**config.mk**
```make
export PLATFORM = sky130hd
export DESIGN_NAME = tef_timer_event_flags
export DESIGN_NICKNAME = d
export VERILOG_FILES = /design/src/tef_pkg.sv /design/src/tef_timer_event_flags.sv
export SDC_FILE = /design/constraint.sdc
export NUM_CORES = 1
export LEC_CHECK = 0
export CAP_MARGIN = 20
export CORE_AREA = 2 2 67 69
export DETAILED_ROUTE_END_ITERATION = 8
export DIE_AREA = 0 0 69 71
export DONT_BUFFER_PORTS = 1
export SETUP_SLACK_MARGIN = 0.02
export SYNTH_ARGS = -nofsm -noshare
export SYNTH_HDL_FRONTEND = slang
export SYNTH_SLANG_ARGS = --single-unit
```
**constraint.sdc**
```tcl
create_clock -name clk_i -period 1.3 [get_ports clk_i]
set_input_delay 0.065 -clock clk_i [delete_from_list [all_inputs] [get_ports clk_i]]
set_output_delay 0.065 -clock clk_i [all_outputs]
set_load 0.01 [all_outputs]
```
**src/tef_pkg.sv**
```systemverilog
package tef_pkg;

  // ----------------------------------------------------------------
  // Register map
  // ----------------------------------------------------------------
  localparam logic [6:0] IO_CAPTURE_VALUE_HIGH = 7'h27;
  localparam logic [6:0] IO_TIMER_EVENT_FLAGS  = 7'h38;
  localparam logic [6:0] IO_TIMER_EVENT_MASK   = 7'h39;
  localparam logic [6:0] DATA_SPACE_OFFSET     = 7'h20;

  // ----------------------------------------------------------------
  // Field positions and reset values
  // ----------------------------------------------------------------
  localparam int CAPTURE_BIT   = 5;
  localparam int COMPARE_A_BIT = 4;
  localparam int COMPARE_B_BIT = 3;
  localparam int OVERFLOW_BIT  = 2;
  localparam logic [7:0] OWNED_BITS_MASK = 8'h3c;
  localparam logic [7:0] RESET_VALUE     = 8'h00;

  // ----------------------------------------------------------------
  // Waveform modes
  // ----------------------------------------------------------------
  localparam logic [3:0] MODE_NORMAL       = 4'h0;
  localparam logic [3:0] MODE_CTC_COMPARE  = 4'h4;
  localparam logic [3:0] MODE_CTC_CAPTURE  = 4'hc;
  localparam logic [3:0] MODE_FAST_CAPTURE = 4'he;
  localparam logic [3:0] MODE_PHASE_CAP_A  = 4'h8;
  localparam logic [3:0] MODE_PHASE_CAP_B  = 4'ha;

endpackage : tef_pkg

```
**src/tef_timer_event_flags.sv**
```systemverilog
`timescale 1ns/1ns
// Functional notes
// - Capture high byte register, 8-bit RW, reset zero, I/O offset 0x27.
// - Registers answer at I/O offset, or offset plus 0x20 in data space.
// - Capture enable bit 5 gates capture flag, only with global enable.
// - Compare-A enable bit 4 gates compare-A flag with global enable.
// - Compare-B enable bit 3 gates compare-B flag with global enable.
// - Overflow enable bit 2 gates overflow flag with global enable.
// - Capture flag bit 5 sets on a capture pin event.
// - With capture value as top, capture flag sets at top instead.
// - Flags clear on vector execution or writing one; zero leaves unchanged.
// - Compare-A flag bit 4 sets the cycle after counter equals compare A.
// - Force compare A never sets compare-A flag.
// - Compare-B flag bit 3 sets the cycle after counter equals compare B.
// - Force compare B never sets compare-B flag.
// - Overflow flag bit 2 sets on overflow in normal and CTC modes.
// - Bits 7, 6, 1, 0 belong to other timers; never driven here.
// - Capture reads pass through a shared high-byte latch for coherence.
module tef_timer_event_flags (
  input  wire logic       clk_i,              // I/O clock
  input  wire logic       rst_i,              // Synchronous reset, active high
  input  wire logic [6:0] io_addr_i,          // I/O offset or data-space address
  input  wire logic       io_space_i,         // 1: I/O instruction, 0: load/store
  input  wire logic       io_wr_i,            // Write strobe
  input  wire logic       io_rd_i,            // Read strobe
  input  wire logic [7:0] io_wdata_i,         // Write data
  output logic      [7:0] io_rdata_o,         // Read data, owned bits only for flags and mask
  output logic            io_hit_o,           // Address decoded by this block
  input  wire logic       global_irq_en_i,    // Global interrupt enable
  input  wire logic [3:0] waveform_mode_select_i, // Waveform mode
  input  wire logic       capture_evt_i,      // Capture pin event pulse
  input  wire logic       top_evt_i,          // Counter reached top pulse
  input  wire logic       match_a_i,          // Counter equals compare A pulse
  input  wire logic       match_b_i,          // Counter equals compare B pulse
  input  wire logic       force_compare_a_i,  // Force strobe A
  input  wire logic       force_compare_b_i,  // Force strobe B
  input  wire logic       overflow_evt_i,     // Counter overflow pulse
  input  wire logic       mode_tov_evt_i,     // Mode-specific overflow point pulse
  input  wire logic       capture_load_i,     // Load new capture value
  input  wire logic [15:0] capture_sample_i,  // Counter value to capture
  input  wire logic       low_byte_rd_i,      // Low byte read, loads shared latch
  input  wire logic [7:0] shared_temp_i,      // Shared high-byte latch value
  input  wire logic [3:0] vector_ack_i,       // Vector executed: cap, a, b, ovf
  output logic      [3:0] irq_req_o,          // Requests: cap, a, b, ovf
  output logic      [7:0] capture_value_low_o, // Captured low byte
  output logic      [7:0] temp_load_o         // High byte for shared latch
);

  // ----------------------------------------------------------------
  // State
  // ----------------------------------------------------------------
  typedef struct packed {
    logic [7:0] cap_high;
    logic [7:0] cap_low;
    logic [7:0] flags;
    logic [7:0] mask;
    logic       match_a_d;
    logic       match_b_d;
  } tef_state_t;

  tef_state_t st_r;
  tef_state_t st_nxt;

  // Maps both address spaces onto one I/O offset
  function automatic logic [6:0] tef_io_offset(input logic [6:0] a, input logic io);
    tef_io_offset = io ? a : 7'(a - tef_pkg::DATA_SPACE_OFFSET);
  endfunction : tef_io_offset

  logic [6:0] off;
  logic       sel_cap;
  logic       sel_flg;
  logic       sel_msk;
  logic       cap_top_mode;
  logic       tov_std_mode;
  logic [3:0] ev;
  logic [3:0] clr;

  // ----------------------------------------------------------------
  // Address decode
  // ----------------------------------------------------------------
  always_comb begin
    off     = tef_io_offset(io_addr_i, io_space_i);
    sel_cap = 1'b0;
    sel_flg = 1'b0;
    sel_msk = 1'b0;
    // Data space below 0x20 wraps to a high offset and misses every register
    if (off == tef_pkg::IO_CAPTURE_VALUE_HIGH) begin
      sel_cap = 1'b1;
    end else if (off == tef_pkg::IO_TIMER_EVENT_FLAGS) begin
      sel_flg = 1'b1;
    end else if (off == tef_pkg::IO_TIMER_EVENT_MASK) begin
      sel_msk = 1'b1;
    end
  end

  // Capture sets at top only in modes where the capture value is top
  assign cap_top_mode = (waveform_mode_select_i == tef_pkg::MODE_CTC_CAPTURE)
                     || (waveform_mode_select_i == tef_pkg::MODE_FAST_CAPTURE)
                     || (waveform_mode_select_i == tef_pkg::MODE_PHASE_CAP_A)
                     || (waveform_mode_select_i == tef_pkg::MODE_PHASE_CAP_B);
  assign tov_std_mode = (waveform_mode_select_i == tef_pkg::MODE_NORMAL)
                     || (waveform_mode_select_i == tef_pkg::MODE_CTC_COMPARE)
                     || (waveform_mode_select_i == tef_pkg::MODE_CTC_CAPTURE);

  // ----------------------------------------------------------------
  // Next state
  // ----------------------------------------------------------------
  always_comb begin
    st_nxt = st_r;
    // Match is delayed one cycle; force strobes are never looked at
    st_nxt.match_a_d = match_a_i;
    st_nxt.match_b_d = match_b_i;
    ev[3] = cap_top_mode ? top_evt_i : capture_evt_i;
    ev[2] = st_r.match_a_d;
    ev[1] = st_r.match_b_d;
    ev[0] = tov_std_mode ? overflow_evt_i : mode_tov_evt_i;
    clr = vector_ack_i;
    if (io_wr_i && sel_flg) begin
      clr = clr | {io_wdata_i[tef_pkg::CAPTURE_BIT], io_wdata_i[tef_pkg::COMPARE_A_BIT],
                   io_wdata_i[tef_pkg::COMPARE_B_BIT], io_wdata_i[tef_pkg::OVERFLOW_BIT]};
    end
    // Set beats clear so an event in the clearing cycle survives
    st_nxt.flags[tef_pkg::CAPTURE_BIT]   = ev[3] | (st_r.flags[tef_pkg::CAPTURE_BIT] & ~clr[3]);
    st_nxt.flags[tef_pkg::COMPARE_A_BIT] = ev[2] | (st_r.flags[tef_pkg::COMPARE_A_BIT] & ~clr[2]);
    st_nxt.flags[tef_pkg::COMPARE_B_BIT] = ev[1] | (st_r.flags[tef_pkg::COMPARE_B_BIT] & ~clr[1]);
    st_nxt.flags[tef_pkg::OVERFLOW_BIT]  = ev[0] | (st_r.flags[tef_pkg::OVERFLOW_BIT] & ~clr[0]);
    if (io_wr_i && sel_msk) begin
      st_nxt.mask = io_wdata_i & tef_pkg::OWNED_BITS_MASK;
    end
    // Capture load from the counter; CPU write of high byte also lands here
    if (capture_load_i && !cap_top_mode) begin
      st_nxt.cap_high = capture_sample_i[15:8];
      st_nxt.cap_low  = capture_sample_i[7:0];
    end else if (io_wr_i && sel_cap) begin
      st_nxt.cap_high = io_wdata_i;
    end
    if (rst_i) begin
      st_nxt = '0;
    end
  end

  always_ff @(posedge clk_i) begin
    st_r <= st_nxt;
  end

  // ----------------------------------------------------------------
  // Outputs
  // ----------------------------------------------------------------
  // Request needs flag, its enable, and the global enable
  assign irq_req_o[3] = global_irq_en_i & st_r.mask[tef_pkg::CAPTURE_BIT]
                      & st_r.flags[tef_pkg::CAPTURE_BIT];
  assign irq_req_o[2] = global_irq_en_i & st_r.mask[tef_pkg::COMPARE_A_BIT]
                      & st_r.flags[tef_pkg::COMPARE_A_BIT];
  assign irq_req_o[1] = global_irq_en_i & st_r.mask[tef_pkg::COMPARE_B_BIT]
                      & st_r.flags[tef_pkg::COMPARE_B_BIT];
  assign irq_req_o[0] = global_irq_en_i & st_r.mask[tef_pkg::OVERFLOW_BIT]
                      & st_r.flags[tef_pkg::OVERFLOW_BIT];

  // Reads of the high byte come from the shared latch, not the live register
  always_comb begin
    io_rdata_o = 8'h00;
    io_hit_o   = sel_cap | sel_flg | sel_msk;
    if (sel_cap) begin
      io_rdata_o = shared_temp_i;
    end else if (sel_flg) begin
      io_rdata_o = st_r.flags & tef_pkg::OWNED_BITS_MASK;
    end else if (sel_msk) begin
      io_rdata_o = st_r.mask & tef_pkg::OWNED_BITS_MASK;
    end
  end

  assign capture_value_low_o = st_r.cap_low;
  assign temp_load_o         = st_r.cap_high;

  // ----------------------------------------------------------------
  // Checks
  // ----------------------------------------------------------------
  a_match_a_delay: assert property (@(posedge clk_i) disable iff (rst_i)
    match_a_i ##1 1'b1 |=> st_r.flags[tef_pkg::COMPARE_A_BIT])
    else $error("compare A flag not set after match");
  a_match_b_delay: assert property (@(posedge clk_i) disable iff (rst_i)
    match_b_i |=> ##1 st_r.flags[tef_pkg::COMPARE_B_BIT])
    else $error("compare B flag not set after match");
  a_force_a_quiet: assert property (@(posedge clk_i) disable iff (rst_i)
    (force_compare_a_i && !match_a_i && !st_r.match_a_d && !st_r.flags[tef_pkg::COMPARE_A_BIT])
    |=> !st_r.flags[tef_pkg::COMPARE_A_BIT])
    else $error("force strobe A set the flag");
  a_force_b_quiet: assert property (@(posedge clk_i) disable iff (rst_i)
    (force_compare_b_i && !st_r.match_b_d && !st_r.flags[tef_pkg::COMPARE_B_BIT])
    |=> !st_r.flags[tef_pkg::COMPARE_B_BIT])
    else $error("force strobe B set the flag");
  a_capture_set: assert property (@(posedge clk_i) disable iff (rst_i)
    (capture_evt_i && !cap_top_mode) |=> st_r.flags[tef_pkg::CAPTURE_BIT])
    else $error("capture event lost");
  a_capture_top: assert property (@(posedge clk_i) disable iff (rst_i)
    (top_evt_i && cap_top_mode) |=> st_r.flags[tef_pkg::CAPTURE_BIT])
    else $error("capture flag not set at top");
  a_overflow_set: assert property (@(posedge clk_i) disable iff (rst_i)
    (overflow_evt_i && tov_std_mode) |=> st_r.flags[tef_pkg::OVERFLOW_BIT])
    else $error("overflow flag not set");
  a_write_zero_keeps: assert property (@(posedge clk_i) disable iff (rst_i)
    (io_wr_i && sel_flg && (io_wdata_i & tef_pkg::OWNED_BITS_MASK) == 8'h00 && vector_ack_i == 4'h0)
    |=> (st_r.flags & $past(st_r.flags)) == $past(st_r.flags))
    else $error("write of zero cleared a flag");
  a_write_one_clears: assert property (@(posedge clk_i) disable iff (rst_i)
    (io_wr_i && sel_flg && io_wdata_i[tef_pkg::OVERFLOW_BIT] && !ev[0]) |=> !st_r.flags[tef_pkg::OVERFLOW_BIT])
    else $error("write of one did not clear overflow flag");
  a_irq_gate: assert property (@(posedge clk_i) disable iff (rst_i)
    (capture_evt_i && !cap_top_mode && global_irq_en_i && st_r.mask[tef_pkg::CAPTURE_BIT] && !(io_wr_i && sel_msk))
    ##1 global_irq_en_i |-> irq_req_o[3])
    else $error("capture event raised no request");
  // The high byte read is a full data byte; only flag and mask reads are trimmed
  a_foreign_bits: assert property (@(posedge clk_i) disable iff (rst_i)
    ((st_r.mask | st_r.flags) & ~tef_pkg::OWNED_BITS_MASK) == 8'h00
    && (sel_cap || (io_rdata_o & ~tef_pkg::OWNED_BITS_MASK) == 8'h00))
    else $error("foreign bits touched");

  // ----------------------------------------------------------------
  // Reset and register access checks
  // ----------------------------------------------------------------
  // Everything comes out of reset at zero, whatever the event pulses were doing
  a_reset_zero: assert property (@(posedge clk_i)
    rst_i |=> st_r.flags == 8'h00 && st_r.mask == 8'h00 && temp_load_o == 8'h00
              && capture_value_low_o == 8'h00 && irq_req_o == 4'h0)
    else $error("state not zero after reset");
  // The same register answers at its I/O offset and 0x20 higher in data space
  a_io_space_read: assert property (@(posedge clk_i) disable iff (rst_i)
    (io_space_i && io_addr_i == tef_pkg::IO_TIMER_EVENT_FLAGS)
    |-> io_hit_o && io_rdata_o == (st_r.flags & tef_pkg::OWNED_BITS_MASK))
    else $error("flag register missed in I/O space");
  a_data_space_read: assert property (@(posedge clk_i) disable iff (rst_i)
    (!io_space_i && io_addr_i == 7'(tef_pkg::IO_TIMER_EVENT_MASK + tef_pkg::DATA_SPACE_OFFSET))
    |-> io_hit_o && io_rdata_o == st_r.mask)
    else $error("mask register missed in data space");
  // Unmapped addresses read as zero so the core can OR the read buses of all blocks
  a_unmapped_quiet: assert property (@(posedge clk_i) disable iff (rst_i)
    !io_hit_o |-> io_rdata_o == 8'h00)
    else $error("unmapped address drove read data");
  // A CPU write of the high byte lands unless a capture load claims the cycle
  a_cap_write: assert property (@(posedge clk_i) disable iff (rst_i)
    (io_wr_i && sel_cap && !(capture_load_i && !cap_top_mode)) |=> temp_load_o == $past(io_wdata_i))
    else $error("capture high byte write lost");
  // Both bytes of a sample move together; a torn sample would defeat the shared latch
  a_cap_load: assert property (@(posedge clk_i) disable iff (rst_i)
    (capture_load_i && !cap_top_mode) |=> {temp_load_o, capture_value_low_o} == $past(capture_sample_i))
    else $error("capture sample torn");
  // Capture bytes hold between loads and writes
  a_cap_hold: assert property (@(posedge clk_i) disable iff (rst_i)
    !(capture_load_i && !cap_top_mode) && !(io_wr_i && sel_cap)
    |=> $stable(temp_load_o) && $stable(capture_value_low_o))
    else $error("capture bytes changed on their own");
  // Mask writes keep only the enables owned here
  a_mask_write: assert property (@(posedge clk_i) disable iff (rst_i)
    (io_wr_i && sel_msk) |=> st_r.mask == ($past(io_wdata_i) & tef_pkg::OWNED_BITS_MASK))
    else $error("mask write lost");
  a_mask_hold: assert property (@(posedge clk_i) disable iff (rst_i)
    !(io_wr_i && sel_msk) |=> $stable(st_r.mask))
    else $error("mask changed without a write");

  // ----------------------------------------------------------------
  // Flag setting, clearing and request gating checks
  // ----------------------------------------------------------------
  // A vector clears its own flag unless a fresh event lands in the same cycle
  a_vector_clr_cap: assert property (@(posedge clk_i) disable iff (rst_i)
    (vector_ack_i[3] && !ev[3]) |=> !st_r.flags[tef_pkg::CAPTURE_BIT])
    else $error("capture vector did not clear its flag");
  a_vector_clr_a: assert property (@(posedge clk_i) disable iff (rst_i)
    (vector_ack_i[2] && !ev[2]) |=> !st_r.flags[tef_pkg::COMPARE_A_BIT])
    else $error("compare A vector did not clear its flag");
  a_vector_clr_b: assert property (@(posedge clk_i) disable iff (rst_i)
    (vector_ack_i[1] && !ev[1]) |=> !st_r.flags[tef_pkg::COMPARE_B_BIT])
    else $error("compare B vector did not clear its flag");
  a_vector_clr_ovf: assert property (@(posedge clk_i) disable iff (rst_i)
    (vector_ack_i[0] && !ev[0]) |=> !st_r.flags[tef_pkg::OVERFLOW_BIT])
    else $error("overflow vector did not clear its flag");
  // Set beats clear; a lost event here would be a lost interrupt
  a_set_beats_clr: assert property (@(posedge clk_i) disable iff (rst_i)
    (vector_ack_i[2] && ev[2]) |=> st_r.flags[tef_pkg::COMPARE_A_BIT])
    else $error("clear won over a compare A event");
  // Outside the standard modes the mode-specific point sets the overflow flag
  a_overflow_mode: assert property (@(posedge clk_i) disable iff (rst_i)
    (mode_tov_evt_i && !tov_std_mode) |=> st_r.flags[tef_pkg::OVERFLOW_BIT])
    else $error("mode overflow point lost");
  // Flags never rise without one of their own sources
  a_overflow_quiet: assert property (@(posedge clk_i) disable iff (rst_i)
    (!overflow_evt_i && !mode_tov_evt_i && !st_r.flags[tef_pkg::OVERFLOW_BIT]) |=> !st_r.flags[tef_pkg::OVERFLOW_BIT])
    else $error("overflow flag rose with no source");
  a_capture_quiet: assert property (@(posedge clk_i) disable iff (rst_i)
    (!capture_evt_i && !top_evt_i && !st_r.flags[tef_pkg::CAPTURE_BIT]) |=> !st_r.flags[tef_pkg::CAPTURE_BIT])
    else $error("capture flag rose with no source");
  a_compare_a_quiet: assert property (@(posedge clk_i) disable iff (rst_i)
    (!st_r.match_a_d && !st_r.flags[tef_pkg::COMPARE_A_BIT]) |=> !st_r.flags[tef_pkg::COMPARE_A_BIT])
    else $error("compare A flag rose with no match");
  a_compare_b_quiet: assert property (@(posedge clk_i) disable iff (rst_i)
    (!st_r.match_b_d && !st_r.flags[tef_pkg::COMPARE_B_BIT]) |=> !st_r.flags[tef_pkg::COMPARE_B_BIT])
    else $error("compare B flag rose with no match");
  // In capture-top modes a pin event alone must not set the capture flag
  a_capture_pin_ignored: assert property (@(posedge clk_i) disable iff (rst_i)
    (cap_top_mode && capture_evt_i && !top_evt_i && !st_r.flags[tef_pkg::CAPTURE_BIT])
    |=> !st_r.flags[tef_pkg::CAPTURE_BIT])
    else $error("pin event set capture flag in a top mode");
  // The global enable gates every request
  a_irq_global: assert property (@(posedge clk_i) disable iff (rst_i)
    !global_irq_en_i |-> irq_req_o == 4'h0)
    else $error("request without global enable");
  // A cleared enable bit silences its request even with the flag up
  a_irq_mask_b: assert property (@(posedge clk_i) disable iff (rst_i)
    !st_r.mask[tef_pkg::COMPARE_B_BIT] |-> !irq_req_o[1])
    else $error("compare B request while masked");
  a_irq_mask_ovf: assert property (@(posedge clk_i) disable iff (rst_i)
    !st_r.mask[tef_pkg::OVERFLOW_BIT] |-> !irq_req_o[0])
    else $error("overflow request while masked");

endmodule : tef_timer_event_flags
```
==> out/results.txt, run 1 <==
The y dimension of the die is 71 um. Summed over all layers, the global routing overflow is 0. The global-route met3 utilization was 5.98%; the area after detailed placement was 1460 um^2.

The time the worst path needs with I/O delays and setup is 1290 ps, and the endpoint required time on the critical path is 1240 ps. The hold path depth was 2; the overall die area was 4900 um^2. In this run the cell area of the synthesized design comes to 1470 um^2. The number of setup violations in the final report is 0, and the count of pins on the block boundary is 92. In this run the standard cell core region covers 4200 um^2. For flop-to-flop paths, the worst setup slack is 450 ps.

For this run, the register share of the synthesized area comes to 35.4%. sky130_fd_sc_hd__dfxtp_1 takes more of the synthesized area than any other cell. The run gives -5.80 ps as the worst hold slack after final layout. The overall power was 1.66 mW.

At the end of the flow, the number of nets in the layout was 239. Max-cap violations in this run came to 0. The tools report the setup skew after layout as 3.26 ps. The top cell type by area accounts for 35.4% of the synthesized area. The run gives 11.8 ps as the final worst-path setup slack.

The number of antenna violations at the first check in global routing is 0. The routed via count was 1205. Setup repair after global routing could not meet its margin everywhere.

The routed wire length was 3.92 mm. Before CTS, the worst setup slack after placement is -127 ps. The worst min-delay path class was in2reg. The number of buffers added on ports is 0. The global routing stage identified its most utilized layer as met2. The run finished, with violations left. TritonCTS built the clock tree. The largest buffer count on any clock path came out at 2.

For this run, the top clock speed supported by timing is 776 MHz. Worst hold path endpoint: st_r[12]. The worst setup path is captured at an output port. The run gives 24 as the placement row count.

Clock-pin slew was measured on the worst setup and hold paths at 90 ps. In the routed layout, each cell is associated on average with a via count of 5.31. The launching element type of the critical path is an input port. The first routing iteration left 49 violations.

The peak supply drop is 432 uV. The startpoint identified for the worst register-to-register timing path is temp_load_o[1]. The tools report the capturing point of the worst reg2reg path as temp_load_o[1]. Summed over all nets, the half-perimeter wirelength after detailed placement is 2.83 mm. The share of post-route cells with drive strength above 1 was 18.9%. The clock root buffer is sky130_fd_sc_hd__clkbuf_8. Measured against its own limit, the worst slew margin works out to 57.8%.

For met1 alone, demand over resource in global routing was 16.3%. Measured along the x axis, the die boundary spans 69 um. The worst register-to-register path has a depth of 2. Data on the critical path arrives at its endpoint at 1220 ps. For the static leakage, the log shows 0.707 nW. Worst setup path category: in2out. The first detailed-routing pass took 4 iterations. The final critical path takes up 99.1% of the cycle. The total negative slack is 0 ps, and the net count of the mapped netlist is 227. The number of global-route vias before repair was 1337; the count of pins over their slew limit was 0.

The final design instance area without fill was 1810 um^2; the number of remaining DRC errors was 0. The tools report the starting utilization of the core area as 34.9%. Power spread over the standard cell area amounts to 918 nW/um^2. The tree built by TritonCTS fans out to 26 sinks. The aggregate global-route resource usage is 16.0%, and the area growth from synthesis to layout is 23.3%. The slowest stage of the critical path is the sky130_fd_sc_hd__a2111oi_4 cell.

The congestion estimate from routability-driven global placement came to 0.854. In this run, CTS created clock tree buffers numbering 3. Synthesis inferred 26 register bits.

The largest fanout on the critical path is 5. The detail route stage leaves a number of antenna-violating nets equal to 0. The wire length of the first global-routing pass is 6.33 mm.

The stage delay of the slowest cell on the critical path was 410 ps. The number of antenna diodes in the final layout is 0. The run gives 31 as the number of unique standard cell types used by synthesis. The signal on the critical path passes through or3b_4 > a2111oi_4 > buf_4 > and2_4. For the final hold violation count, the log shows 1.

Cell family with the largest share of critical-path delay: simple AND/OR/NAND/NOR gates. Entering global routing, the biggest net connects 17 pins. The final reports fail on hold timing. The startpoint identified for the worst hold timing path is overflow_evt_i.

Ranked by total cell area, the synthesized netlist is headed by sky130_fd_sc_hd__dfxtp_1, sky130_fd_sc_hd__mux2i_1, sky130_fd_sc_hd__buf_4. The total number of H-tree levels was 1. The routing usage on met2 is 30.2%, and the average cell area after synthesis is 8.96 um^2. For this run, the number of Yosys warnings is 0. The mean routed wirelength per cell came out at 17.3 um.

Counting every instance in the synthesized netlist gives 164. The total buffers and inverters traversed by the critical path is 1, and the slew of the pin with the lowest slew margin is 631 ps. At the later pin of the worst-skew pair, clock insertion delay measures 270 ps.
-- worst max-delay path by stage --
stage / start / endpoint / slack, ps / cells past startpoint
global route: io_addr_i[5] / io_rdata_o[0] / -50 / 4
floorplan: io_addr_i[5] / temp_load_o[4] / -70 / 6
global placement: io_addr_i[5] / st_r[13] / -100 / 5
finish: io_addr_i[5] / io_rdata_o[0] / 10 / 4
detailed placement: io_addr_i[5] / st_r[13] / -130 / 5
CTS: io_addr_i[5] / io_rdata_o[6] / -9 / 5
-- metrics by stage --
| stage | instances | util [%] |
|---|---|---|
| global placement | 200 | 34.6 |
| global route | 227 | 43.1 |
| finish | 227 | 43.1 |
| floorplan | 164 | - |
| CTS | 228 | 41.6 |
| detailed placement | 200 | 34.6 |
-- kinds of logic (layout without fill, tap and decap cells) --
family          Yosys count  count (layout)  share of synthesized area [%]
buf+inv                  30              41                           13.6
simple gates             49              49                           17.2
mux                      17              17                           11.6
flops                    26              26                           35.4
compound gates           42              42                           22.1
-- registers in the layout (all words and copies together) (netlist names) --
signal,flops
ev,2
st_r,8
capture_value_low_o,8
temp_load_o,8
-- synthesized netlist by cell type --
| cell type | count |
|---|---|
| sky130_fd_sc_hd__nand4bb_1 | 1 |
| sky130_fd_sc_hd__buf_1 | 1 |
| sky130_fd_sc_hd__dfxtp_1 | 26 |
| sky130_fd_sc_hd__o21ai_0 | 4 |
| sky130_fd_sc_hd__nor2_1 | 4 |
| sky130_fd_sc_hd__buf_2 | 2 |
| sky130_fd_sc_hd__a211oi_4 | 2 |
| sky130_fd_sc_hd__nand2_1 | 23 |
| sky130_fd_sc_hd__a31oi_1 | 1 |
| sky130_fd_sc_hd__a211o_1 | 2 |
| sky130_fd_sc_hd__or2_1 | 1 |
| sky130_fd_sc_hd__or3b_1 | 1 |
| sky130_fd_sc_hd__a2111oi_4 | 2 |
| sky130_fd_sc_hd__buf_4 | 16 |
| sky130_fd_sc_hd__and2_1 | 4 |
| sky130_fd_sc_hd__nor2b_1 | 2 |
| sky130_fd_sc_hd__inv_1 | 5 |
| sky130_fd_sc_hd__clkbuf_1 | 2 |
| sky130_fd_sc_hd__o21a_1 | 2 |
| sky130_fd_sc_hd__a21o_2 | 1 |
| sky130_fd_sc_hd__and3_1 | 4 |
| sky130_fd_sc_hd__clkinv_1 | 1 |
| sky130_fd_sc_hd__a211oi_1 | 1 |
| sky130_fd_sc_hd__mux2i_1 | 17 |
| sky130_fd_sc_hd__buf_6 | 2 |
| sky130_fd_sc_hd__nand2b_1 | 4 |
| sky130_fd_sc_hd__o31ai_1 | 8 |
| sky130_fd_sc_hd__a21oi_1 | 19 |
| sky130_fd_sc_hd__clkbuf_8 | 1 |
| sky130_fd_sc_hd__and2_2 | 1 |
| sky130_fd_sc_hd__nand3b_1 | 4 |
-- final cells by class --
cell class              instances  area, um^2
flip-flops and latches         26         520
well taps                      52        65.1
multi-input cells             108         831
repair buffers                 31         317
clock buffers                   4        55.1
inverters                       6        22.5
fillers                       406        2390
-- power by group --
part	switching [mW]	internal, mW	total, mW
combinational	0.113	0.131	0.244
clock	0.257	0.271	0.528
sequential	0.0484	0.842	0.891
total	0.419	1.24	1.66
-- what timing repair did --
action                                 4_1_cts  5_1_grt
setup endpoints to repair                    9       25
pin swaps                                    1        8
hold buffers                                22        0
cloned                                       1        0
resized for setup                            3       17
endpoints found under the hold margin       17        0
setup buffers                                1        0
-- per-layer routing --
| metal | vias to the layer above | part of all wire (%) |
|---|---|---|
| met5 | - | 0 |
| met4 | 0 | 1.6 |
| met3 | 6 | 10 |
| met2 | 65 | 52 |
| met1 | 556 | 36 |
| li1 | 578 | - |
-- placed cells by master (no fill, tap or decap), types with 5 or more instances in the layout --
cell / count
sky130_fd_sc_hd__inv_1: 5
sky130_fd_sc_hd__dfxtp_1: 26
sky130_fd_sc_hd__mux2i_1: 17
sky130_fd_sc_hd__a21oi_1: 19
sky130_fd_sc_hd__buf_4: 6
sky130_fd_sc_hd__dlygate4sd3_1: 22
sky130_fd_sc_hd__nand2_1: 19
sky130_fd_sc_hd__o31ai_1: 8
No activity file was read; power rests on OpenSTA's default activity.
==> run 2, diff against run 1 <==
==> constraint.sdc (replaced) <==
create_clock -name clk_i -period 1.48 [get_ports clk_i]
set_input_delay 0.074 -clock clk_i [delete_from_list [all_inputs] [get_ports clk_i]]
set_output_delay 0.074 -clock clk_i [all_outputs]
set_load 0.01 [all_outputs]
==> run 2 against run 1 <==
- the run now ends clean
- design area shrank 10%
- sequential share of layout area grew 3.2 points
- via count shrank 7.3%
- global-route usage shrank 1.7 points
- critical path depth grew 2
- power shrank 19%
- register-to-register slack gained 180 ps
- clock-buffer cell count shrank 1
- cell count shrank 3.5%
- sequential cell count is the same
==> out/results.txt, run 2 (synthesis results as in run 1) <==
The flow ran to the end, and the final reports show no timing, DRC or antenna violations. For the total negative slack, the log shows 0 ps. Worst min-delay path class: in2reg. 0 antenna diodes ended up in the layout.

After detailed routing, the number of vias per cell comes to 5.10. The routed wire length is 3.56 mm, and the slew of the pin with the lowest slew margin is 592 ps. The signal on the critical path passes through or3b_1 > buf_4 > a2111oi_4 > buf_4 > nand2_1 > o21ai_1. Cell internal power was estimated by the tool at 1.02 mW. The worst setup path is launched from an input port.

The number of global-route vias before repair was 1210. Y dimension of the die: 71 um. The tightest hold path in the finished design has a slack of 7.59 ps. No sink is reached through more buffers than the 2 on the longest clock path.

The sequential power share is 57.7%. The tools report the final worst-path setup slack as 116 ps. The run gives 4900 um^2 as the overall die area.

The number of remaining DRC errors was 0. Total buffers and inverters traversed by the critical path: 2. For this design the top-level I/O count stands at 92. The clock group share of total power was 28.6%; the worst-skew pair later-pin latency was 260 ps. Clock root buffer: sky130_fd_sc_hd__clkbuf_8. The number of cells on the worst reg-to-reg path is 3.

For the worst setup path, the data arrival time is 1290 ps. The logs give 1410 ps for the endpoint required time on the critical path and 2.71 mm for the detailed placement HPWL. Worst setup path category: in2out. The tools report the number of CTS-inserted buffers as 3. The cell family with the largest share of critical-path delay was compound AO/OA/AOI/OAI gates.

By instance count, the cell type seen most on the critical path is sky130_fd_sc_hd__buf_4. For the total number of nets in the final design, the log shows 232. The CTS sink count was 26.

The logs give 34.9% for the starting utilization of the core area and 1117 for the routed via count. The stage delay of the slowest cell on the critical path is 360 ps, and the area growth from synthesis to layout is 10.9%. The smallest clock period supported by the final layout is computed as 1360 ps.

For the static leakage, the log shows 0.614 nW. Setup violations remaining at the end of the flow were counted as 0. The floorplan step set the die width to 69 um.

Leaving out fill and tap cells, the most frequent cell in the layout is sky130_fd_sc_hd__dfxtp_1. The run gives 0 as the total of max-cap violations. Entering global routing, the biggest net connects 18 pins.

The logs give 197 for the number of placed cells counting well taps and 11.7 ps for the placement-stage worst setup slack. Setup repair after global routing could not meet its margin everywhere. Wire length of the first global-routing pass: 5.65 mm.

The hold path depth is 2, and the switching fraction of total power is 24.8%. Global routing used 14.3% of the available tracks across all layers. After detailed routing, the average wire length per cell comes to 16.3 um. The region available for standard cell placement spans 4200 um^2. The total number of H-tree levels was 1; the worst slew margin relative to its limit was 60.4%. In the final layout, the share of cells above drive strength 1 is 8.98%.

The final hold violation count was 0. On the critical path, the stage with the largest delay is an instance of sky130_fd_sc_hd__or3b_1. Total power for the finished layout comes to 1.35 mW. After floorplanning, the core was divided into 24 placement rows. The count of pins over their slew limit was 0. The run gives 0 as the number of antenna violations at the first check in global routing. Power spread over the standard cell area amounts to 831 nW/um^2. In this run the remaining antenna-violating nets after routing total 0. Power spent charging and discharging nets: 0.336 mW. The tools report the critical path endpoint category as an output port. Combinational logic burns 13.8% of the power. In this run the tool buffered the top-level ports with 0 buffer cells.

The run gives 219 as the post-route non-filler standard cell count. In the layout the commonest cells are sky130_fd_sc_hd__dfxtp_1, sky130_fd_sc_hd__nand2_1, sky130_fd_sc_hd__a21oi_1, sky130_fd_sc_hd__dlygate4sd3_1, sky130_fd_sc_hd__mux2i_1. For this block, the initial DRC count from the detailed router was 23. The share of the cycle needed by the critical path after routing was 92.2%. Maximum frequency from static timing analysis: 733 MHz. The overall overflow remaining after global route is 0.

The weighted congestion at the end of routability-driven global placement was 0.892; the critical path depth was 6. Of all nets on the critical path, the largest fanout is 9. TritonCTS built the clock tree. The first TritonRoute pass finished after 4 iterations. Clock-pin slew was measured on the worst setup and hold paths at 80 ps. For the peak supply drop, the log shows 371 uV. For the final database, setup skew stands at 0.855 ps.
## run 2: changes by cell type in the layout (fill, tap and decap cells not counted), moves of 2 or more
cell	change
sky130_fd_sc_hd__and2_1	+4
sky130_fd_sc_hd__and2_4	-4
sky130_fd_sc_hd__nand2_1	+4
sky130_fd_sc_hd__dlygate4sd3_1	-3
sky130_fd_sc_hd__nand2_4	-3
sky130_fd_sc_hd__o21ai_4	-3
sky130_fd_sc_hd__buf_12	-2
sky130_fd_sc_hd__o21ai_1	+2
## run 2: metrics by stage
| step | instance area, um^2 | utilization [%] |
|---|---|---|
| 6_report | 1630 | 38.8 |
| 5_1_grt | 1630 | 38.8 |
| 4_1_cts | 1630 | 38.7 |
| 3_5_place_dp | 1390 | 33.2 |
| 3_3_place_gp | 1390 | 33.2 |
| 2_1_floorplan | 1470 | - |
## run 2: power groups by stage
stage          sequential [mW]  combinational, mW  clock [mW]
2_1_floorplan            0.771              0.192           0
3_3_place_gp             0.797              0.133           0
3_5_place_dp             0.798              0.141           0
4_1_cts                  0.782              0.187       0.402
5_1_grt                  0.787              0.208       0.434
6_report                 0.781              0.187       0.387
## run 2: final cells by class
class                           instances  area (um^2)
Timing Repair Buffer                   24          228
Clock buffer                            3         41.3
Fill cell                             443         2570
Multi-Input combinational cell        108          752
Sequential cell                        26          520
Inverter                                6         22.5
Tap cell                               52         65.1
## run 2: routing by layer
metal	global-route usage, %	part of all wire (%)	vias up
met4	3.27	0.39	0
met1	15.2	37	507
li1	-	-	554
met5	0	0	-
met3	5.13	9.4	2
met2	27.0	53	54
## run 2: path summary, 6_finish.rpt
kind / startpoint / endpoint / slack, ps
worst min register to register: ev[1] / st_r[13] / 450
worst max register to register: st_r[15] / st_r[15] / 630
worst max-delay path: io_addr_i[5] / io_rdata_o[5] / 120
worst min-delay path: mode_tov_evt_i / st_r[12] / 8
## run 2: worst reg2reg max path, cell delays in order (launching register included)
cell and delay (ps):
sky130_fd_sc_hd__dfxtp_1 360, sky130_fd_sc_hd__inv_1 50, sky130_fd_sc_hd__a211o_1 220, sky130_fd_sc_hd__a31oi_1 150
## run 2: repair_timing
action                                  in CTS  in global routing
setup buffers                                0                  0
endpoints found under the setup margin       0                  3
gates resized for setup                      0                  4
endpoints found under the hold margin       16                  0
hold buffers                                19                  0
